### config.mk
export PLATFORM = sky130hd
export DESIGN_NAME = cal_engine
export DESIGN_NICKNAME = d
export VERILOG_FILES = /design/src/cal_pkg.sv /design/src/ratio_div.sv /design/src/cal_engine.sv
export SDC_FILE = /design/constraint.sdc
export NUM_CORES = 2
export LEC_CHECK = 0
export ABC_AREA = 1
export BUFFER_PORTS_ARGS = -buffer_cell sky130_fd_sc_hd__buf_4
export CAP_MARGIN = 15
export CORE_MARGIN = 2
export CORE_UTILIZATION = 41
export DETAILED_ROUTE_END_ITERATION = 7
export PLACE_DENSITY = 0.63
export SYNTH_ARGS = -nofsm -noshare
export SYNTH_HDL_FRONTEND = slang
export SYNTH_SLANG_ARGS = --single-unit
### constraint.sdc
create_clock -name clk_sys_i -period 17.3 [get_ports clk_sys_i]
set_input_delay 3.46 -clock clk_sys_i [delete_from_list [all_inputs] [get_ports clk_sys_i]]
set_output_delay 3.46 -clock clk_sys_i [all_outputs]
set_load 0.005 [all_outputs]
### src/cal_pkg.sv
// shared types and constants for the calibration engine
package cal_pkg;
  localparam int unsigned GAIN_W       = 16;
  localparam int unsigned MEAS_W       = 32;
  localparam int unsigned RANGE_W      = 5;
  localparam int unsigned PHASE_W      = 8;
  localparam logic [31:0] GAIN_MIN     = 32'h0000_61a8;
  localparam logic [31:0] GAIN_MAX     = 32'h0000_ffff;
  localparam int unsigned SAMPLES_LINE = 56;
  localparam int unsigned PHASE_STEPS  = 256;
  localparam logic [15:0] GAIN_RST     = 16'h8000;
  localparam logic [15:0] FREQ_MIN_MHZ = 16'hafc8;
  localparam logic [15:0] FREQ_MAX_MHZ = 16'hfde8;
  localparam int unsigned DIV_CYCLES   = 48;
  localparam logic [1:0]  SEL_CH1      = 2'h1;
  localparam logic [1:0]  SEL_CH2      = 2'h2;
  localparam logic [1:0]  SEL_BOTH     = 2'h3;

  typedef enum logic [1:0] {Q_IRMS1, Q_IRMS2, Q_VRMS, Q_P1} qty_unused_e;

  typedef struct packed {
    logic [15:0] irms1;
    logic [15:0] irms2;
    logic [15:0] vrms;
    logic [15:0] p1;
    logic [15:0] p2;
    logic [15:0] freq;
  } gain_set_s;

  typedef struct packed {
    logic [31:0] irms1;
    logic [31:0] irms2;
    logic [31:0] vrms;
    logic [31:0] p1;
    logic [31:0] p2;
    logic [31:0] freq;
  } meas_set_s;

  typedef struct packed {
    logic [15:0] irms;
    logic [15:0] p;
    logic [15:0] q;
  } offset_s;
endpackage

### src/ratio_div.sv
// sequential divider for old gain times expected over measured
`timescale 1ns/1ps
module ratio_div #(
  parameter int unsigned NW = 48,
  parameter int unsigned DW = 32
) (
  input  wire logic          clk_sys_i,
  input  wire logic          rst_b_i,
  input  wire logic          start_i,
  input  wire logic [NW-1:0] num_i,
  input  wire logic [DW-1:0] den_i,
  output logic               done_o,
  output logic [NW-1:0]      quot_o
);
  logic [NW-1:0]   num_reg;
  logic [DW:0]     rem_reg;
  logic [7:0]      cnt_reg;
  logic            busy_reg;
  logic [DW:0]     rem_sh;
  assign rem_sh = {rem_reg[DW-1:0], num_reg[NW-1]};

  always_ff @(posedge clk_sys_i or negedge rst_b_i) begin
    if (!rst_b_i) begin
      num_reg  <= '0;
      rem_reg  <= '0;
      cnt_reg  <= 8'h00;
      busy_reg <= 1'b0;
      done_o   <= 1'b0;
      quot_o   <= '0;
    end else begin
      done_o <= 1'b0;
      if (start_i && !busy_reg) begin
        num_reg  <= num_i;
        rem_reg  <= '0;
        cnt_reg  <= 8'(NW);
        busy_reg <= 1'b1;
      end else if (busy_reg) begin
        // restoring step, quotient truncates
        if (rem_sh >= {1'b0, den_i}) begin
          rem_reg <= rem_sh - {1'b0, den_i};
          num_reg <= {num_reg[NW-2:0], 1'b1};
        end else begin
          rem_reg <= rem_sh;
          num_reg <= {num_reg[NW-2:0], 1'b0};
        end
        cnt_reg <= cnt_reg - 8'h01;
        if (cnt_reg == 8'h01) begin
          busy_reg <= 1'b0;
          done_o   <= 1'b1;
          quot_o   <= (rem_sh >= {1'b0, den_i}) ? {num_reg[NW-2:0], 1'b1}
                                                 : {num_reg[NW-2:0], 1'b0};
        end
      end
    end
  end
endmodule

### src/cal_engine.sv
// calibration gain, range, phase, offset and line frequency engine
//
// Functional notes
// - gain calibration: new gain is old gain times expected over measured
// - result below 25000 or above 65535, or a zero measured value, answers nak, otherwise ack
// - after gain multiply the value shifts right by the range setting
// - each current channel keeps and outputs its own phase setting
// - 56 samples per line cycle; phase delay in sample fractions
// - signed phase, plus or minus half a sample, 256 steps per sample
// - phase taken as signed low byte of the 16-bit register
// - writable ac offsets for irms, active, reactive power per channel
// - line frequency reported as a 16-bit value
// - line frequency valid only from 45 to 65 hz
// - frequency calibration updates only line frequency gain
// - gain calibration updates current and power gains per selection, voltage gain always
// - ack only when all selected gains lie in the window
`timescale 1ns/1ps
module cal_engine (
  input  wire logic                   clk_sys_i,
  input  wire logic                   rst_b_i,
  input  wire logic                   cal_gain_i,
  input  wire logic                   cal_freq_i,
  input  wire logic [1:0]             chan_sel_i,
  input  wire cal_pkg::meas_set_s     expected_i,
  input  wire cal_pkg::meas_set_s     measured_i,
  input  wire logic [15:0]            line_freq_reference_i,
  input  wire logic                   gain_wr_i,
  input  wire cal_pkg::gain_set_s     gain_wr_data_i,
  input  wire logic                   range_wr_i,
  input  wire logic [4:0]             range_i_data_i,
  input  wire logic                   phase_wr_i,
  input  wire logic [15:0]            phase1_data_i,
  input  wire logic [15:0]            phase2_data_i,
  input  wire logic                   offset_wr_i,
  input  wire cal_pkg::offset_s       offset1_data_i,
  input  wire cal_pkg::offset_s       offset2_data_i,
  input  wire logic [15:0]            line_freq_raw_i,
  input  wire logic                   path_valid_i,
  input  wire logic [31:0]            path_raw_i,
  input  wire logic [2:0]             path_sel_i,
  output logic                        busy_o,
  output logic                        ack_o,
  output logic                        nak_o,
  output cal_pkg::gain_set_s          gains_o,
  output logic [4:0]                  range_o,
  output logic signed [7:0]           phase1_o,
  output logic signed [7:0]           phase2_o,
  output cal_pkg::offset_s            offset1_o,
  output cal_pkg::offset_s            offset2_o,
  output logic [15:0]                 line_freq_o,
  output logic                        line_freq_valid_o,
  output logic                        path_valid_o,
  output logic signed [33:0]          path_out_o
);
  import cal_pkg::*;

  typedef enum logic [2:0] {S_IDLE, S_LOAD, S_WAIT, S_NEXT, S_DONE} st_e;

  // ==========================================================
  // state
  // ==========================================================
  st_e             st_reg;
  gain_set_s       new_gain_reg;
  logic [2:0]      idx_reg;
  logic            freq_mode_reg;
  logic [1:0]      sel_reg;
  logic            fail_reg;
  logic            start_reg;
  logic [47:0]     num_w;
  logic [31:0]     den_w;
  logic            div_done;
  logic [47:0]     quot_w;
  logic [15:0]     old_g;
  logic [31:0]     exp_w;
  logic            idx_en;

  // ==========================================================
  // operand select
  // ==========================================================
  always_comb begin
    unique case (idx_reg)
      3'h0: begin old_g = gains_o.irms1; exp_w = expected_i.irms1; den_w = measured_i.irms1; end
      3'h1: begin old_g = gains_o.irms2; exp_w = expected_i.irms2; den_w = measured_i.irms2; end
      3'h2: begin old_g = gains_o.vrms;  exp_w = expected_i.vrms;  den_w = measured_i.vrms;  end
      3'h3: begin old_g = gains_o.p1;    exp_w = expected_i.p1;    den_w = measured_i.p1;    end
      3'h4: begin old_g = gains_o.p2;    exp_w = expected_i.p2;    den_w = measured_i.p2;    end
      default: begin
        old_g = gains_o.freq;
        exp_w = {16'h0000, line_freq_reference_i};
        den_w = measured_i.freq;
      end
    endcase
  end
  assign num_w = 48'(old_g) * 48'(exp_w);

  // which quantities the selection covers
  always_comb begin
    unique case (idx_reg)
      3'h0, 3'h3: idx_en = sel_reg[0];
      3'h1, 3'h4: idx_en = sel_reg[1];
      default:    idx_en = 1'b1;
    endcase
  end

  ratio_div #(.NW(48), .DW(32)) u_div (
    .clk_sys_i (clk_sys_i),
    .rst_b_i   (rst_b_i),
    .start_i   (start_reg),
    .num_i     (num_w),
    .den_i     (den_w),
    .done_o    (div_done),
    .quot_o    (quot_w)
  );

  // ==========================================================
  // calibration sequencer
  // ==========================================================
  always_ff @(posedge clk_sys_i or negedge rst_b_i) begin
    if (!rst_b_i) begin
      st_reg        <= S_IDLE;
      idx_reg       <= 3'h0;
      freq_mode_reg <= 1'b0;
      sel_reg       <= 2'h0;
      fail_reg      <= 1'b0;
      start_reg     <= 1'b0;
      new_gain_reg  <= '0;
    end else begin
      start_reg <= 1'b0;
      unique case (st_reg)
        S_IDLE: begin
          if (cal_freq_i) begin
            freq_mode_reg <= 1'b1;
            idx_reg       <= 3'h5;
            fail_reg      <= 1'b0;
            new_gain_reg  <= gains_o;
            st_reg        <= S_LOAD;
          end else if (cal_gain_i) begin
            freq_mode_reg <= 1'b0;
            sel_reg       <= chan_sel_i;
            idx_reg       <= 3'h0;
            fail_reg      <= 1'b0;
            new_gain_reg  <= gains_o;
            st_reg        <= S_LOAD;
          end
        end
        S_LOAD: begin
          if (!idx_en) begin
            st_reg <= S_NEXT;
          end else if (den_w == 32'h0) begin
            fail_reg <= 1'b1;
            st_reg   <= S_NEXT;
          end else begin
            start_reg <= 1'b1;
            st_reg    <= S_WAIT;
          end
        end
        S_WAIT: begin
          if (div_done) begin
            // full-width check before narrowing
            if (quot_w < 48'(GAIN_MIN) || quot_w > 48'(GAIN_MAX)) begin
              fail_reg <= 1'b1;
            end
            unique case (idx_reg)
              3'h0: new_gain_reg.irms1 <= quot_w[15:0];
              3'h1: new_gain_reg.irms2 <= quot_w[15:0];
              3'h2: new_gain_reg.vrms  <= quot_w[15:0];
              3'h3: new_gain_reg.p1    <= quot_w[15:0];
              3'h4: new_gain_reg.p2    <= quot_w[15:0];
              default: new_gain_reg.freq <= quot_w[15:0];
            endcase
            st_reg <= S_NEXT;
          end
        end
        S_NEXT: begin
          if (freq_mode_reg || idx_reg == 3'h4) begin
            st_reg <= S_DONE;
          end else begin
            idx_reg <= idx_reg + 3'h1;
            st_reg  <= S_LOAD;
          end
        end
        S_DONE: st_reg <= S_IDLE;
        default: st_reg <= S_IDLE;
      endcase
    end
  end

  assign busy_o = (st_reg != S_IDLE);

  // ==========================================================
  // answer
  // ==========================================================
  always_ff @(posedge clk_sys_i or negedge rst_b_i) begin
    if (!rst_b_i) begin
      ack_o <= 1'b0;
      nak_o <= 1'b0;
    end else begin
      ack_o <= (st_reg == S_DONE) && !fail_reg;
      nak_o <= (st_reg == S_DONE) && fail_reg;
    end
  end

  // ==========================================================
  // gain registers
  // ==========================================================
  always_ff @(posedge clk_sys_i or negedge rst_b_i) begin
    if (!rst_b_i) begin
      gains_o <= {6{GAIN_RST}};
    end else if (st_reg == S_DONE) begin
      if (!fail_reg) begin
        gains_o <= new_gain_reg;
      end
    end else if (gain_wr_i && st_reg == S_IDLE) begin
      gains_o <= gain_wr_data_i;
    end
  end

  // ==========================================================
  // range, phase, offset registers
  // ==========================================================
  always_ff @(posedge clk_sys_i or negedge rst_b_i) begin
    if (!rst_b_i) begin
      range_o <= 5'h00;
    end else if (range_wr_i) begin
      range_o <= range_i_data_i;
    end
  end

  always_ff @(posedge clk_sys_i or negedge rst_b_i) begin
    if (!rst_b_i) begin
      phase1_o <= 8'sh00;
      phase2_o <= 8'sh00;
    end else if (phase_wr_i) begin
      phase1_o <= signed'(phase1_data_i[7:0]);
      phase2_o <= signed'(phase2_data_i[7:0]);
    end
  end

  always_ff @(posedge clk_sys_i or negedge rst_b_i) begin
    if (!rst_b_i) begin
      offset1_o <= '0;
      offset2_o <= '0;
    end else if (offset_wr_i) begin
      offset1_o <= offset1_data_i;
      offset2_o <= offset2_data_i;
    end
  end

  // ==========================================================
  // gain and range datapath with offset
  // ==========================================================
  logic [15:0]        pg;
  logic signed [16:0] po;
  logic [47:0]        prod;
  always_comb begin
    unique case (path_sel_i)
      3'h0: begin pg = gains_o.irms1; po = 17'(signed'(offset1_o.irms)); end
      3'h1: begin pg = gains_o.irms2; po = 17'(signed'(offset2_o.irms)); end
      3'h2: begin pg = gains_o.p1;    po = 17'(signed'(offset1_o.p));    end
      3'h3: begin pg = gains_o.p2;    po = 17'(signed'(offset2_o.p));    end
      3'h4: begin pg = gains_o.p1;    po = 17'(signed'(offset1_o.q));    end
      3'h5: begin pg = gains_o.p2;    po = 17'(signed'(offset2_o.q));    end
      default: begin pg = gains_o.vrms; po = 17'sh00000; end
    endcase
  end
  assign prod = (48'(path_raw_i) * 48'(pg)) >> range_o;

  always_ff @(posedge clk_sys_i or negedge rst_b_i) begin
    if (!rst_b_i) begin
      path_valid_o <= 1'b0;
      path_out_o   <= '0;
    end else begin
      path_valid_o <= path_valid_i;
      if (path_valid_i) begin
        path_out_o <= signed'({1'b0, prod[32:0]}) + 34'(po);
      end
    end
  end

  // ==========================================================
  // line frequency
  // ==========================================================
  logic [15:0] lf_meta_reg, lf_sync_reg, lf_hold_reg;
  always_ff @(posedge clk_sys_i or negedge rst_b_i) begin
    if (!rst_b_i) begin
      lf_meta_reg       <= 16'h0000;
      lf_sync_reg       <= 16'h0000;
      lf_hold_reg       <= 16'h0000;
      line_freq_o       <= 16'h0000;
      line_freq_valid_o <= 1'b0;
    end else begin
      lf_meta_reg       <= line_freq_raw_i;
      lf_sync_reg       <= lf_meta_reg;
      lf_hold_reg       <= lf_sync_reg;
      if (lf_sync_reg == lf_hold_reg) begin
        line_freq_o       <= lf_sync_reg;
        line_freq_valid_o <= lf_sync_reg >= FREQ_MIN_MHZ && lf_sync_reg <= FREQ_MAX_MHZ;
      end
    end
  end
endmodule

## After elaboration in Yosys (flattened, before gate mapping)

Cells that the tools add are included.

- Register bits after elaboration: 560
- Input bits: 691
- Output and inout bits: 268
- Logic and storage cells: 177

- Add/sub/neg operators: 4
- Multiply operators: 2
- Order comparisons: 5
- Equality and inequality tests: 28
- Shift operators: 1
- Muxes and demuxes: 55
- Bitwise gates (word level): 2
- Reductions and logical operators: 38

Operators by type and width:

| cell | number |
|---|---|
| two-way mux 96 bit | 6 |
| one-hot mux 32 bit (5 select lines) | 2 |
| one-hot mux 96 bit (2 select lines) | 1 |
| one-hot mux 17 bit (6 select lines) | 1 |
| two-way mux 16 bit | 6 |
| two-way mux 32 bit | 3 |
| two-way mux 48 bit | 2 |
| one-hot mux 16 bit (5 select lines) | 1 |
| one-hot mux 16 bit (4 select lines) | 1 |
| greater-than comparator 48 x 16 -> 1 bit, second input constant | 1 |
| less-than comparator 48 x 15 -> 1 bit, second input constant | 1 |
| multiplier 16 x 32 -> 48 bit | 1 |
| multiplier 32 x 16 -> 48 bit | 1 |
| right shift 48 x 5 -> 33 bit | 1 |
| adder 34 x 17 -> 34 bit | 1 |
| >= comparator 33 x 32 -> 1 bit | 1 |
| zero test 32 bit | 1 |
| subtractor 32 bit | 1 |
| AND reduction 4 bit | 6 |
| two-way mux 3 bit | 7 |
| two-way mux 1 bit | 19 |
| equality test 3 x 2 -> 1 bit, second input constant | 6 |
| equality test 16 bit | 1 |
| >= comparator 16 bit, second input constant | 1 |
| 26 further kinds | 63 |

## Longest topological paths before layout

- Depth in word-level cells: 6
- Depth in mapped cells: 57
- Mapped depth without buffers: 56

## Hierarchy

From an unflattened synthesis, not the netlist that was laid out.

- Cell total of the unflattened synthesis: 8970
- Area total of the unflattened synthesis: 67075.6 um2

Modules (own cells, without submodules):

| module | instances | cells each | area each (um2) | sequential area each (um2) |
|---|---|---|---|---|
| cal_engine | 1 | 7753 | 58492.3 | 10567.6 |
| ratio_div | 1 | 1217 | 8583.2 | 3453.3 |

## Least setup slack after synthesis

Ideal clock, no wire load.

- Path kind: input -> register
- Start point: input port path_sel_i[1]
- End point: register path_out_o[20]
- Setup time: 118 ps
- Arrival time: 11766 ps
- Required time: 17182 ps
- Setup slack: 5416 ps
- Stages: 46
- Buffers on the path: 2
- Cell sequence: inv_1 > nand2_1 > nor2_1 > clkinv_1 > clkbuf_1 > o22ai_1 > nor3_1 > nor2_1 > clkbuf_1 > nand2_1 > fa_1 > fa_1 > fa_1 > fa_1 > fa_1 > fa_1 > inv_1 > ha_1 > [... 10 more ...] > nand3_1 > nand3_1 > nand2_1 > ha_1 > fa_1 > nand2_1 > nand2_1 > o21ai_0 > o21ai_1 > inv_1 > o21bai_1 > a21boi_0 > o21ai_1 > nand2_1 > nand2_1 > or2_2 > nand3_1 > nand2_1

- Longest elaborated chain between the ends: 6
- Elaborated cells on any way between the ends: 13
- Classes of those cells: add/sub (1); mul (1); eq/ne (5); shift (1); mux (2); reduce/logical (3)

Ends and longest elaborated chain:

| element | line | text |
|---|---|---|
| start: declaration | cal_engine.sv:40 | `input wire logic [2:0] path_sel_i,` |
| equality test 3 bit or equality test 3 x 2 -> 1 bit (tied branches) | cal_engine.sv:256 | `unique case (path_sel_i)` |
| OR reduction 2 bit (no source line) | -- |  |
| one-hot mux 16 bit (4 select lines) | cal_engine.sv:256 |  |
| multiplier 32 x 16 -> 48 bit | cal_engine.sv:266 | `assign prod = (48'(path_raw_i) * 48'(pg)) >> range_o;` |
| right shift 48 x 5 -> 33 bit | cal_engine.sv:266 |  |
| adder 34 x 17 -> 34 bit (*) | cal_engine.sv:275 | `path_out_o <= signed'({1'b0, prod[32:0]}) + 34'(po);` |
| end signal: assignment | cal_engine.sv:275 |  |
| end: declaration | cal_engine.sv:53 | `output logic signed [33:0] path_out_o` |

Mark *: on every way between the ends. The rest lies on a longest branch, timed or not.
A chain may end at the register's enable or synchronous reset.

## Final worst setup path

- Start point: input port path_sel_i[1]
- End point: register path_out_o[32]

The elaborated chain is that of the path after synthesis.

==> flow_summary.json <==
{
  "status": "complete, no violations",
  "synth_edf_count": 0,
  "clkTransAtPathRegs_ns": 0.06,
  "cts_resized": 0,
  "yosysTopAreaCellShare": 0.257,
  "postSynth.asyncResetShare": 1.00,
  "finalSetupViolations": 0,
  "clockBufferDepth": 3,
  "cts_buffers": 71,
  "whs_path_depth": 0,
  "critical-path-max-stage-delay_ns": 0.73,
  "tritoncts": "yes",
  "synth_commonest_cells": "2,289 x nand2_1, 1,316 x inv_1, 838 x fa_1",
  "cpMaxStageDelayCell": "o22ai_1",
  "grt_pass1_wl_um": 408000,
  "die_w_um": 403,
  "vias": 62622,
  "finalCritPeriodShare": 0.857,
  "first_pass_iters": 8,
  "ys_warn_count": 0,
  "synth_ff_type": "dfrtp_1",
  "hold_viol": 0,
  "clock-sinks": 560,
  "grtUsageTotal": 0.339,
  "hpwl_um": 224000,
  "cts_hold_buf": 0,
  "drt-total-wl_um": 277000,
  "syn2layout_area_growth_pct": 17.4,
  "gp_congestion": 1.05,
  "vias_per_cell": 5.54,
  "finClkSkew_ns": 0.0988,
  "synth.largest_area_cell": "fa_1",
  "drc": 0,
  "reg2reg_depth": 43,
  "antenna_found_initial": 26,
  "clock.fmax_mhz": 67.4,
  "critPathRequiredTime_ns": 17.91,
  "slew_headroom": 0.140,
  "wire_per_inst_um": 24.5,
  "synth_nets": 10314,
  "cts_setup_buffers": 0,
  "fin_crit_ns": 14.83,
  "cts-root-buf": "clkbuf_16",
  "fin_nets": 11008,
  "drv_cap": 0,
  "yosysSeqAreaShare": 0.215,
  "synth_seq_cells": 560,
  "row_count": 146,
  "hold_path_class": "reg -> reg",
  "die-area_um2": 162000,
  "netlist_instances": 8473,
  "crit_top_cell": "nand2_1",
  "grt_max_degree": 185,
  "arrival_ns": 15.43,
  "synth_cell_types": 55,
  "port_buffers": 910,
  "ant_nets": 0,
  "worst_pin_slew_ns": 1.29,
  "insertion_delay_ns": 0.73,
  "ctsHtreeMaxLevel": 3,
  "synth_area_leaders": "fa_1 26%, dfrtp_1 21%, nand2_1 13%, inv_1 7.6%, ha_1 6.0%",
  "ioPinCount": 959,
  "drt_iter0_markers": 6265,
  "synth_most_common_cell": "nand2_1",
  "core_area_um2": 158000,
  "slew_violations": 0,
  "crit_type": "in -> reg",
  "drive_above_1_share": 0.146,
  "rsz0062_at_grt": "false",
  "worstPathMaxFanout": 27,
  "start_util": 0.412,
  "grt_pass1_vias": 62597,
  "netlist_area_um2": 65200,
  "start_kind": "primary input",
  "crit_path_end_kind": "register",
  "tns_ns": 0,
  "avgSynthCellArea_um2": 7.69,
  "die_y_um": 403,
  "overflow": 0
}
layer usage:
| layer | vias up | track usage | share of wire | wire [µm] |
|---|---|---|---|---|
| li1 | 28116 | - | - | - |
| met5 | - | 0 | 0.00091 | 251 |
| met2 | 3028 | 0.530 | 0.45 | 124000 |
| met1 | 30915 | 0.446 | 0.41 | 112000 |
| met4 | 18 | 0.172 | 0.058 | 15900 |
| met3 | 545 | 0.0690 | 0.089 | 24600 |
cell usage in the layout, fill, tap and decap left out, types with 49 or more instances in the layout:
| master | n |
|---|---|
| a221oi_1 | 49 |
| buf_4 | 1005 |
| a31oi_1 | 117 |
| a21oi_1 | 203 |
| ha_1 | 311 |
| o22ai_1 | 93 |
| clkbuf_16 | 71 |
| dfrtp_1 | 553 |
| nand2_1 | 2287 |
| o21ai_0 | 440 |
| inv_1 | 1311 |
| nor2_1 | 751 |
| mux2_2 | 140 |
| fa_1 | 838 |
| nand3_1 | 492 |
| o221ai_1 | 59 |
cell families (layout without fill, tap and decap cells):
| family | after synthesis | count (layout) | synth area share |
|---|---|---|---|
| AO/OA/AOI/OAI | 1133 | 1133 | 0.105 |
| XOR/XNOR | 79 | 79 | 0.0106 |
| adder cells (fa/ha/maj) | 1150 | 1150 | 0.317 |
| buffers and inverters | 1721 | 2470 | 0.101 |
| flip-flops | 560 | 560 | 0.215 |
| multiplexers | 140 | 140 | 0.0242 |
| other | 0 | 11 | 0 |
| AND/OR/NAND/NOR | 3690 | 3690 | 0.227 |
stage by stage:
step	worst slack (ns)	utilization	cell area, µm²	std cells	hold slack, ns
3_5_place_dp	2.19	0.468	73900	11164	0.335
3_3_place_gp	2.34	0.468	73900	11164	0.332
2_1_floorplan	5.42	-	65200	8473	0.331
4_1_cts	2.89	0.484	76500	11292	0.321
6_report	2.47	0.484	76500	11305	0.325
5_1_grt	1.87	0.484	76500	11301	0.332
critical path, delay by kind of cell:
family                   cells  cell delay, ns
AND/OR/NAND/NOR             22            4.08
adder cells (fa/ha/maj)      9            3.85
AO/OA/AOI/OAI                8            2.50
buffers and inverters        8            1.52
area by class of cell:
cell class	count	area, µm²
diodes	11	27.5
clock buffers	96	1970
clock inverters	32	552
fillers	15749	81500
inverters	1332	5000
multi-input cells	6192	44700
flip-flops and latches	560	14000
well taps	2072	2590
repair buffers	1010	7630
final timing paths:
kind,startpoint,endpoint,slack [ns]
hold reg to reg,lf_meta_reg[13]$_DFF_PN0_,lf_sync_reg[13]$_DFF_PN0_,0.33
setup reg to reg,gains_o[83]$_DFFE_PN0P_,path_out_o[32]$_DFFE_PN0P_,6.28
max in group asynchronous,rst_b_i,u_div.busy_reg$_DFF_PN0_,12.18
min in group asynchronous,rst_b_i,offset2_o[7]$_DFFE_PN0P_,2.68
hold / removal,lf_meta_reg[13]$_DFF_PN0_,lf_sync_reg[13]$_DFF_PN0_,0.33
setup / recovery,path_sel_i[1],path_out_o[32]$_DFFE_PN0P_,2.47
Power is left out: the tool's default activity adds up to more than one toggle a clock period on the data nets, which glitch-free logic cannot reach.
